`src/inc/serial_ddc_map.vh`:
```
// Register map, field positions, reset values and codes of the serial and decimation config bank
`ifndef SERIAL_DDC_MAP_VH
`define SERIAL_DDC_MAP_VH

// ==================================================
// Page bases (register indices, byte address = 4 * index)
`define JESD_PAGE_BASE 16'h6000
`define DEC_PAGE_A_BASE 16'h5000
`define DEC_PAGE_B_BASE 16'h5800

// ==================================================
// Register offsets within their page (indices)
`define REG_DDC_ENABLE 16'h0000
`define REG_DECIM_RATIO 16'h0001
`define REG_COMPANION 16'h0016
`define REG_SYNC_SELECT 16'h0036
`define REG_PLL_MULT 16'h0037
`define REG_SYSREF_MASK 16'h003e

// ==================================================
// Internal register select codes
`define SEL_NONE 4'h0
`define SEL_SYNC 4'h1
`define SEL_PLL 4'h2
`define SEL_SYSREF 4'h3
`define SEL_COMPANION 4'h4
`define SEL_A_ENABLE 4'h5
`define SEL_A_RATIO 4'h6
`define SEL_B_ENABLE 4'h7
`define SEL_B_RATIO 4'h8

// ==================================================
// Field positions and widths
`define SYNC_SEL_BIT 6
`define PLL_LSB 0
`define PLL_MSB 1
`define CLKDIV_MASK_BIT 6
`define OSC_MASK_BIT 5
`define COMP_LSB 4
`define COMP_MSB 6
`define DOWNCONVERTER_ENABLE_BIT 0
`define RATIO_LSB 0
`define RATIO_MSB 3

// ==================================================
// Reset values
`define RESET_BYTE 8'h00
`define RESET_RATIO_CODE 4'h0
`define RESET_PLL_CODE 2'h0

// ==================================================
// Multiplier codes and factors
`define PLL_CODE_20X 2'h0
`define PLL_CODE_16X 2'h1
`define PLL_CODE_40X 2'h2
`define PLL_CODE_80X 2'h3
`define FACTOR_20X 7'h14
`define FACTOR_16X 7'h10
`define FACTOR_40X 7'h28
`define FACTOR_80X 7'h50
`define COMP_40X 3'h7
`define COMP_OTHER 3'h0

// ==================================================
// Decimation ratio codes and values
`define DEC_CODE_4 4'h0
`define DEC_CODE_6 4'h1
`define DEC_CODE_8 4'h2
`define DEC_CODE_9 4'h3
`define DEC_CODE_10 4'h4
`define DEC_CODE_12 4'h5
`define DEC_CODE_16 4'h7
`define DEC_CODE_18 4'h8
`define DEC_CODE_20 4'h9
`define DEC_CODE_24 4'ha
`define DEC_CODE_32 4'hc
`define DEC_4 6'h04
`define DEC_6 6'h06
`define DEC_8 6'h08
`define DEC_9 6'h09
`define DEC_10 6'h0a
`define DEC_12 6'h0c
`define DEC_16 6'h10
`define DEC_18 6'h12
`define DEC_20 6'h14
`define DEC_24 6'h18
`define DEC_32 6'h20
`define DEC_NONE 6'h00

`endif

```
`src/hdl/ddc_channel_cfg.v`:
```
// Per-channel decimation page: down-converter enable and decimation ratio select
module ddc_channel_cfg (
   // Clock and reset
   input wire mclk,
   input wire rst_b,
   // Register access from the bus slave
   input wire wr_enable,
   input wire wr_ratio,
   input wire [7:0] wr_data,
   input wire rd_ratio,
   output wire [7:0] rd_data,
   // Channel controls
   output reg downconverter_enable,
   output reg decimation_bypass,
   output reg [3:0] decimation_ratio_select,
   output reg [5:0] decimation_ratio,
   output reg ratio_valid
);
`include "serial_ddc_map.vh"

   // ==================================================
   // Ratio decode
   function [5:0] ratio_of;
      input [3:0] code;
      begin
         case (code)
            `DEC_CODE_4: ratio_of = `DEC_4;
            `DEC_CODE_6: ratio_of = `DEC_6;
            `DEC_CODE_8: ratio_of = `DEC_8;
            `DEC_CODE_9: ratio_of = `DEC_9;
            `DEC_CODE_10: ratio_of = `DEC_10;
            `DEC_CODE_12: ratio_of = `DEC_12;
            `DEC_CODE_16: ratio_of = `DEC_16;
            `DEC_CODE_18: ratio_of = `DEC_18;
            `DEC_CODE_20: ratio_of = `DEC_20;
            `DEC_CODE_24: ratio_of = `DEC_24;
            `DEC_CODE_32: ratio_of = `DEC_32;
            default: ratio_of = `DEC_NONE;
         endcase
      end
   endfunction

   wire [3:0] next_code;
   assign next_code = wr_data[`RATIO_MSB:`RATIO_LSB];

   // ==================================================
   // Storage; reserved bits are not kept and read back as zero
   always @(posedge mclk or negedge rst_b) begin
      if (!rst_b) begin
         downconverter_enable <= 1'b0;
         decimation_bypass <= 1'b1;
         decimation_ratio_select <= `RESET_RATIO_CODE;
         decimation_ratio <= `DEC_4;
         ratio_valid <= 1'b1;
      end else begin
         if (wr_enable) begin
            downconverter_enable <= wr_data[`DOWNCONVERTER_ENABLE_BIT];
            decimation_bypass <= ~wr_data[`DOWNCONVERTER_ENABLE_BIT];
         end
         if (wr_ratio) begin
            decimation_ratio_select <= next_code;
            decimation_ratio <= ratio_of(next_code);
            ratio_valid <= (ratio_of(next_code) != `DEC_NONE);
         end
      end
   end

   assign rd_data = rd_ratio ? {4'h0, decimation_ratio_select} :
                    {7'h00, downconverter_enable};
endmodule

```
`src/hdl/serial_ddc_cfg_regs.v`:
```
// APB register bank for serial-link sync, PLL multiplier, SYSREF masking and decimation pages
//
// The APB register port was left to the implementer.
module serial_ddc_cfg_regs (
   // Clock and reset
   input wire mclk,
   input wire rst_b,
   // APB slave
   input wire psel,
   input wire penable,
   input wire pwrite,
   input wire [17:0] paddr,
   input wire [31:0] pwdata,
   input wire [3:0] pstrb,
   output wire pready,
   output reg [31:0] prdata,
   output reg pslverr,
   // Sync request inputs and result
   input wire sync_diff_b,
   input wire aux_pin_four,
   output reg sync_request_b,
   // Serializer PLL
   output reg [1:0] pll_multiplier_code,
   output reg [6:0] pll_multiplier_factor,
   output reg [2:0] quad_rate_companion_setting,
   output reg pll_setting_consistent,
   // SYSREF distribution
   input wire sysref,
   output reg clock_divider_reset,
   output reg oscillator_phase_reset,
   output reg lmfc_counter_reset,
   // First channel decimation
   output wire ch_a_downconverter_enable,
   output wire ch_a_bypass,
   output wire [3:0] ch_a_ratio_select,
   output wire [5:0] ch_a_decimation_ratio,
   output wire ch_a_ratio_valid,
   // Second channel decimation
   output wire ch_b_downconverter_enable,
   output wire ch_b_bypass,
   output wire [3:0] ch_b_ratio_select,
   output wire [5:0] ch_b_decimation_ratio,
   output wire ch_b_ratio_valid
);
`include "serial_ddc_map.vh"

   // ==================================================
   // Address decode
   // Registers are one aligned word each; the printed offsets are word indices.
   function [3:0] decode;
      input [17:0] addr;
      reg [15:0] idx;
      begin
         idx = addr[17:2];
         decode = `SEL_NONE;
         if (addr[1:0] != 2'h0) begin
            decode = `SEL_NONE;
         end else begin
            case (idx)
               `JESD_PAGE_BASE + `REG_SYNC_SELECT: decode = `SEL_SYNC;
               `JESD_PAGE_BASE + `REG_PLL_MULT: decode = `SEL_PLL;
               `JESD_PAGE_BASE + `REG_SYSREF_MASK: decode = `SEL_SYSREF;
               `JESD_PAGE_BASE + `REG_COMPANION: decode = `SEL_COMPANION;
               `DEC_PAGE_A_BASE + `REG_DDC_ENABLE: decode = `SEL_A_ENABLE;
               `DEC_PAGE_A_BASE + `REG_DECIM_RATIO: decode = `SEL_A_RATIO;
               `DEC_PAGE_B_BASE + `REG_DDC_ENABLE: decode = `SEL_B_ENABLE;
               `DEC_PAGE_B_BASE + `REG_DECIM_RATIO: decode = `SEL_B_RATIO;
               default: decode = `SEL_NONE;
            endcase
         end
      end
   endfunction

   // ==================================================
   // PLL code to factor
   function [6:0] factor_of;
      input [1:0] code;
      begin
         case (code)
            `PLL_CODE_20X: factor_of = `FACTOR_20X;
            `PLL_CODE_16X: factor_of = `FACTOR_16X;
            `PLL_CODE_40X: factor_of = `FACTOR_40X;
            `PLL_CODE_80X: factor_of = `FACTOR_80X;
            default: factor_of = `FACTOR_20X;
         endcase
      end
   endfunction

   // ==================================================
   // Bus handshake
   // Zero wait states: read data is captured in the setup cycle so it can come
   // from a flop and still be valid throughout the access phase.
   wire [3:0] sel;
   wire setup_phase;
   wire access_phase;
   wire bad_addr;
   wire write_now;
   wire [7:0] wbyte;
   assign sel = decode(paddr);
   assign setup_phase = psel & ~penable;
   assign access_phase = psel & penable;
   assign pready = 1'b1;
   // Misaligned and unmapped addresses answer with an error and change nothing
   assign bad_addr = (sel == `SEL_NONE);
   // Only byte lane 0 carries data; a write without that strobe changes nothing
   assign write_now = access_phase & pwrite & pready & pstrb[0] & ~bad_addr;
   assign wbyte = pwdata[7:0];

   // ==================================================
   // Decimation page strobes
   // Named once here so both channel instances stay plain port-to-wire hookups
   wire wr_a_enable;
   wire wr_a_ratio;
   wire wr_b_enable;
   wire wr_b_ratio;
   wire rd_a_ratio;
   wire rd_b_ratio;
   assign wr_a_enable = write_now & (sel == `SEL_A_ENABLE);
   assign wr_a_ratio = write_now & (sel == `SEL_A_RATIO);
   assign wr_b_enable = write_now & (sel == `SEL_B_ENABLE);
   assign wr_b_ratio = write_now & (sel == `SEL_B_RATIO);
   assign rd_a_ratio = (sel == `SEL_A_RATIO);
   assign rd_b_ratio = (sel == `SEL_B_RATIO);

   // ==================================================
   // JESD page storage
   reg single_ended_sync_select;
   reg clock_divider_sysref_mask;
   reg oscillator_lmfc_sysref_mask;

   always @(posedge mclk or negedge rst_b) begin
      if (!rst_b) begin
         single_ended_sync_select <= 1'b0;
         pll_multiplier_code <= `RESET_PLL_CODE;
         pll_multiplier_factor <= `FACTOR_20X;
         clock_divider_sysref_mask <= 1'b0;
         oscillator_lmfc_sysref_mask <= 1'b0;
         quad_rate_companion_setting <= `COMP_OTHER;
      end else if (write_now) begin
         // Reserved bits are simply not stored, so whatever lands there is harmless
         case (sel)
            `SEL_SYNC: begin
               single_ended_sync_select <= wbyte[`SYNC_SEL_BIT];
            end
            `SEL_PLL: begin
               pll_multiplier_code <= wbyte[`PLL_MSB:`PLL_LSB];
               pll_multiplier_factor <= factor_of(wbyte[`PLL_MSB:`PLL_LSB]);
            end
            `SEL_SYSREF: begin
               clock_divider_sysref_mask <= wbyte[`CLKDIV_MASK_BIT];
               oscillator_lmfc_sysref_mask <= wbyte[`OSC_MASK_BIT];
            end
            `SEL_COMPANION: begin
               quad_rate_companion_setting <= wbyte[`COMP_MSB:`COMP_LSB];
            end
            default: begin
               single_ended_sync_select <= single_ended_sync_select;
            end
         endcase
      end
   end

   // ==================================================
   // Companion consistency, one cycle behind the fields
   // The device cannot enforce the pairing; it only reports it for software.
   always @(posedge mclk or negedge rst_b) begin
      if (!rst_b) begin
         pll_setting_consistent <= 1'b1;
      end else if (pll_multiplier_code == `PLL_CODE_40X) begin
         pll_setting_consistent <= (quad_rate_companion_setting == `COMP_40X);
      end else if (pll_multiplier_code == `PLL_CODE_16X) begin
         pll_setting_consistent <= 1'b1;
      end else begin
         pll_setting_consistent <= (quad_rate_companion_setting == `COMP_OTHER);
      end
   end

   // ==================================================
   // Sync request source
   // One flop of delay; both pins are taken as already synchronous to mclk
   always @(posedge mclk or negedge rst_b) begin
      if (!rst_b) begin
         sync_request_b <= 1'b1;
      end else if (single_ended_sync_select) begin
         sync_request_b <= aux_pin_four;
      end else begin
         sync_request_b <= sync_diff_b;
      end
   end

   // ==================================================
   // SYSREF edge detection and masking
   // A level held high gives one pulse only; masking mid-pulse drops it cleanly.
   reg sysref_prev;
   wire sysref_rise;
   assign sysref_rise = sysref & ~sysref_prev;

   always @(posedge mclk or negedge rst_b) begin
      if (!rst_b) begin
         sysref_prev <= 1'b0;
         clock_divider_reset <= 1'b0;
         oscillator_phase_reset <= 1'b0;
         lmfc_counter_reset <= 1'b0;
      end else begin
         sysref_prev <= sysref;
         clock_divider_reset <= sysref_rise & ~clock_divider_sysref_mask;
         oscillator_phase_reset <= sysref_rise & ~oscillator_lmfc_sysref_mask;
         lmfc_counter_reset <= sysref_rise & ~oscillator_lmfc_sysref_mask;
      end
   end

   // ==================================================
   // Decimation pages, one per channel
   // Both pages share the write byte; only the addressed one sees its strobe
   wire [7:0] ch_a_rd;
   wire [7:0] ch_b_rd;

   ddc_channel_cfg u_ch_a (
      .mclk(mclk),
      .rst_b(rst_b),
      .wr_enable(wr_a_enable),
      .wr_ratio(wr_a_ratio),
      .wr_data(wbyte),
      .rd_ratio(rd_a_ratio),
      .rd_data(ch_a_rd),
      .downconverter_enable(ch_a_downconverter_enable),
      .decimation_bypass(ch_a_bypass),
      .decimation_ratio_select(ch_a_ratio_select),
      .decimation_ratio(ch_a_decimation_ratio),
      .ratio_valid(ch_a_ratio_valid)
   );

   ddc_channel_cfg u_ch_b (
      .mclk(mclk),
      .rst_b(rst_b),
      .wr_enable(wr_b_enable),
      .wr_ratio(wr_b_ratio),
      .wr_data(wbyte),
      .rd_ratio(rd_b_ratio),
      .rd_data(ch_b_rd),
      .downconverter_enable(ch_b_downconverter_enable),
      .decimation_bypass(ch_b_bypass),
      .decimation_ratio_select(ch_b_ratio_select),
      .decimation_ratio(ch_b_decimation_ratio),
      .ratio_valid(ch_b_ratio_valid)
   );

   // ==================================================
   // Read mux; write-only reserved bits read as zero
   reg [7:0] rd_byte;
   always @* begin
      rd_byte = `RESET_BYTE;
      case (sel)
         // Fields sit at the same named positions the write path uses; the rest stay zero
         `SEL_SYNC: begin
            rd_byte[`SYNC_SEL_BIT] = single_ended_sync_select;
         end
         `SEL_PLL: begin
            rd_byte[`PLL_MSB:`PLL_LSB] = pll_multiplier_code;
         end
         `SEL_SYSREF: begin
            rd_byte[`CLKDIV_MASK_BIT] = clock_divider_sysref_mask;
            rd_byte[`OSC_MASK_BIT] = oscillator_lmfc_sysref_mask;
         end
         `SEL_COMPANION: begin
            rd_byte[`COMP_MSB:`COMP_LSB] = quad_rate_companion_setting;
         end
         `SEL_A_ENABLE: rd_byte = ch_a_rd;
         `SEL_A_RATIO: rd_byte = ch_a_rd;
         `SEL_B_ENABLE: rd_byte = ch_b_rd;
         `SEL_B_RATIO: rd_byte = ch_b_rd;
         default: rd_byte = `RESET_BYTE;
      endcase
   end

   // ==================================================
   // Registered read data and error, loaded in the setup cycle
   always @(posedge mclk or negedge rst_b) begin
      if (!rst_b) begin
         prdata <= 32'h00000000;
         pslverr <= 1'b0;
      end else if (setup_phase) begin
         prdata <= {24'h000000, rd_byte};
         pslverr <= bad_addr;
      // Drop the data when idle so a stale read never lingers on the bus
      end else if (!psel) begin
         prdata <= 32'h00000000;
         pslverr <= 1'b0;
      end
   end
endmodule

```
`config.mk`:
```
export PLATFORM = sky130hd
export DESIGN_NAME = serial_ddc_cfg_regs
export DESIGN_NICKNAME = d
export VERILOG_FILES = /design/src/hdl/ddc_channel_cfg.v /design/src/hdl/serial_ddc_cfg_regs.v
export VERILOG_INCLUDE_DIRS = /design/src /design/src/inc
export SDC_FILE = /design/constraint.sdc
export NUM_CORES = 1
export LEC_CHECK = 0
export BUFFER_PORTS_ARGS = -buffer_cell sky130_fd_sc_hd__buf_2
export CORE_UTILIZATION = 50
export DETAILED_ROUTE_END_ITERATION = 12
export PLACE_DENSITY = 0.86
export SLEW_MARGIN = 25
export SYNTH_ARGS = -nofsm -noshare
export SYNTH_HDL_FRONTEND = slang
export SYNTH_SLANG_ARGS = --single-unit
```
`constraint.sdc`:
```
create_clock -name mclk -period 2.7 [get_ports mclk]
set_input_delay 0.27 -clock mclk [delete_from_list [all_inputs] [get_ports mclk]]
set_output_delay 0.27 -clock mclk [all_outputs]
set_load 0.01 [all_outputs]
```
==> summary.md <==
| Metric | Value |
|---|---|
| Switching share of power | `0.256` |
| Post-route clock period utilization | `0.737` |
| Die height | `77.2 µm` |
| GRT met2 Usage | `0.360` |
| Crit path DAT | `2.19 ns` |
| CTS Buf Count | `5` |
| First-pass GRT wire length | `10.2 mm` |
| Netlist Area Pre-Place | `2820 µm²` |
| Leak | `1.65 nW` |
| Top post-synthesis cells by area | `dfrtp_1, dfstp_2, buf_4` |
| Area leader, netlist | `dfrtp_1` |
| Finished layout cell area | `3300 µm²` |
| GRT Max-Usage Layer | `met2` |
| Sw power | `353 µW` |
| Power share of the combinational group | `0.099` |
| Vias per inst | `5.38` |
| WHS | `0.0898 ns` |
| Seq/Total Area, Yosys | `0.456` |
| M1 GR Usage | `0.277` |
| Reg2Reg Setup Slack | `1.57 ns` |
| Final Worst Setup Slack | `0.710 ns` |
| Pint | `1.02 mW` |
| Clock buffer depth | `2` |
| Final HPWL from detailed placement | `4.64 mm` |
| Setup crit end kind | `register` |
| CTS root buffer | `clkbuf_8` |
| Peak supply drop | `0.000224 V` |
| Async SR Flop Fraction | `1.00` |
| Core ar. | `5270 µm²` |
| Clk_lat worst skew | `0.30 ns` |
| RSZ-0062 raised after global routing | `no` |
| Pre-antenna DRT Iters | `4` |
| Syn Inst Count | `265` |
| Dpl cell area | `3190 µm²` |
| Setup bufs post-CTS | `0` |
| Hold path startpoint | `sysref` |
| Number of distinct library cells after synthesis | `56` |
| Via count | `2242` |
| CP max-delay cell | `o32ai_2` |
| R2R depth | `3` |
| H-tree depth | `2` |
| Worst slew margin | `0.600` |
| GR Overflow Total | `0` |
| Fin. max-slew vios | `0` |
| Met3 GRT Util | `0.0440` |
| Global placer's final weighted congestion | `0.787` |
| Syn Area/Cell | `10.7 µm²` |
| Worst-path fanout max | `7` |
| Total Neg Setup Slack | `0 ns` |
| Max_cap viols | `0` |
| CTS Hold Bufs | `0` |
| Max frequency | `503 MHz` |
| Layout cells sized above 1 | `0.424` |
| Critical path type | `input port to register` |
| Worst hold-check path type | `input port to register` |
| # nets final | `408` |
| Max incr delay on CP | `0.41 ns` |
| Input/output buffers | `82` |
| Top-count cell post-synth | `dfrtp_1` |
| Crit path cell chain | `buf_2 > nor4b_2 > nand3_2 > o32ai_2 > a221oi_2 > nor3b_2 > mux2_2` |
| Die area | `5950 µm²` |
| Clock sink count | `51` |
| Area Growth Syn to Fin | `16.8%` |
| # setup viols final | `0` |
| Post-synth EDFFs | `0` |
| Pwr Density | `417 nW/µm²` |
| DRT iter0 DRCs | `131` |
| DRT Wirelength | `6.19 mm` |
| Synth cell count leaders | `dfrtp_1, nand2_1, buf_4` |
| Vias in the first global route | `2127` |
| Final ANT Viol Nets | `0` |
| Worst EP required | `2.90 ns` |
| Reg2reg end | `prdata[0]$_DFFE_PN0P_` |
| Crit path buf inv count | `1` |
| Ys Warns | `0` |
| Initial antenna violation count | `0` |
| ANT cells | `0` |
| Register bit count reported by yosys | `51` |
| Initial Utilization | `0.536` |
| Remaining DRCs | `0` |
| End point of the worst hold path | `sysref_prev$_DFF_PN0_` |
| Final hold vios | `0` |
| Hold depth | `1` |
| Die W | `77.2 µm` |
| Power Total | `1.37 mW` |
| Row count | `26` |
| Most used DFF post-synth | `dfrtp_1` |
| Largest net degree at the start of global routing | `50` |
| Resize count post-CTS | `0` |
| Wire per inst | `14.9 µm` |
| Clock power frac | `0.340` |
| Clock transition at the registers of the reported paths | `0.09 ns` |
| Total GRT Usage | `0.218` |
| Place WS | `0.388 ns` |
| Status | `finished clean` |
| Final Skew | `0.00428 ns` |
| CP top delay family | `simple AND/OR/NAND/NOR gates` |
| Yosys top cell area share | `0.363` |
| CTS tree | `yes` |
| Sequential Power Share | `0.561` |
| Min Clock Period, post-route | `1.99 ns` |
| Reg-to-Reg Start | `u_ch_a.downconverter_enable$_DFFE_PN0P_` |
| Worst Max-Slew Pin Slew | `0.600 ns` |
| IO Count | `139` |
| Critical path startpoint category | `input port` |
worst max path at each step:
stage / start / endpoint / slack (ns) / cells after the start
2_1_floorplan: paddr[15] / u_ch_b.downconverter_enable$_DFFE_PN0P_ / 0.72 / 6
3_3_place_gp: paddr[11] / u_ch_b.downconverter_enable$_DFFE_PN0P_ / 0.45 / 7
3_5_place_dp: paddr[15] / quad_rate_companion_setting[2]$_DFFE_PN0P_ / 0.39 / 7
4_1_cts: paddr[11] / u_ch_b.downconverter_enable$_DFFE_PN0P_ / 0.71 / 7
5_1_grt: paddr[11] / u_ch_b.downconverter_enable$_DFFE_PN0P_ / 0.59 / 7
6_report: paddr[15] / quad_rate_companion_setting[2]$_DFFE_PN0P_ / 0.71 / 7
power by group through the flow:
stage | combinational (mW) | clock [mW] | sequential [mW]
6_report | 0.136 | 0.467 | 0.771
4_1_cts | 0.135 | 0.472 | 0.771
5_1_grt | 0.153 | 0.506 | 0.772
2_1_floorplan | 0.0950 | 0 | 0.789
3_5_place_dp | 0.134 | 0 | 0.786
3_3_place_gp | 0.131 | 0 | 0.786
sequential cells by signal, indices dropped and copies added (netlist names), 2 cells and up:
signal                          cells
pll_multiplier_code                 2
pll_multiplier_factor               4
prdata                              7
quad_rate_companion_setting         3
u_ch_a.decimation_ratio             6
u_ch_a.decimation_ratio_select      4
u_ch_b.decimation_ratio             6
u_ch_b.decimation_ratio_select      4
through the flow:
stage | utilization | std cells
3_3_place_gp | 0.605 | 408
5_1_grt | 0.626 | 417
2_1_floorplan | - | 291
4_1_cts | 0.623 | 416
3_5_place_dp | 0.605 | 408
6_report | 0.626 | 417
cell families after synthesis:
family,share of synthesized area
buf+inv,0.105
compound gates,0.149
mux,0.0930
other cells,0.00266
xor+xnor,0.00310
simple gates,0.190
flops,0.456
placed cells by master, fill, tap and decap left out, drive strengths merged, types with 3 or more instances in the layout:
cell and count:
inv 11, nand2 35, nor3 6, clkbuf 6, buf 86, nand2b 4, dfstp 10, nor3b 3
a221oi 3, nand3 9, o21ai 26, dfrtp 41, conb 28, mux2 20, nor4 4, nor2 10
mux2i 3, a21oi 8
area by class of cell:
type                       instances  area [µm²]
fill                             437        1970
multi-input combinational        191        1340
timing repair buffer              87         453
sequential                        51        1290
tap                               70        87.6
clock buffer                       6        82.6
inverter                          10        37.5
clock inverter                     2        13.8
layer usage:
metal	part of all wire	wire length, µm
met3	0.050	310
met4	0.019	116
met5	0	0
met2	0.50	3110
met1	0.43	2650
No activity file was read; power rests on OpenSTA's default activity.
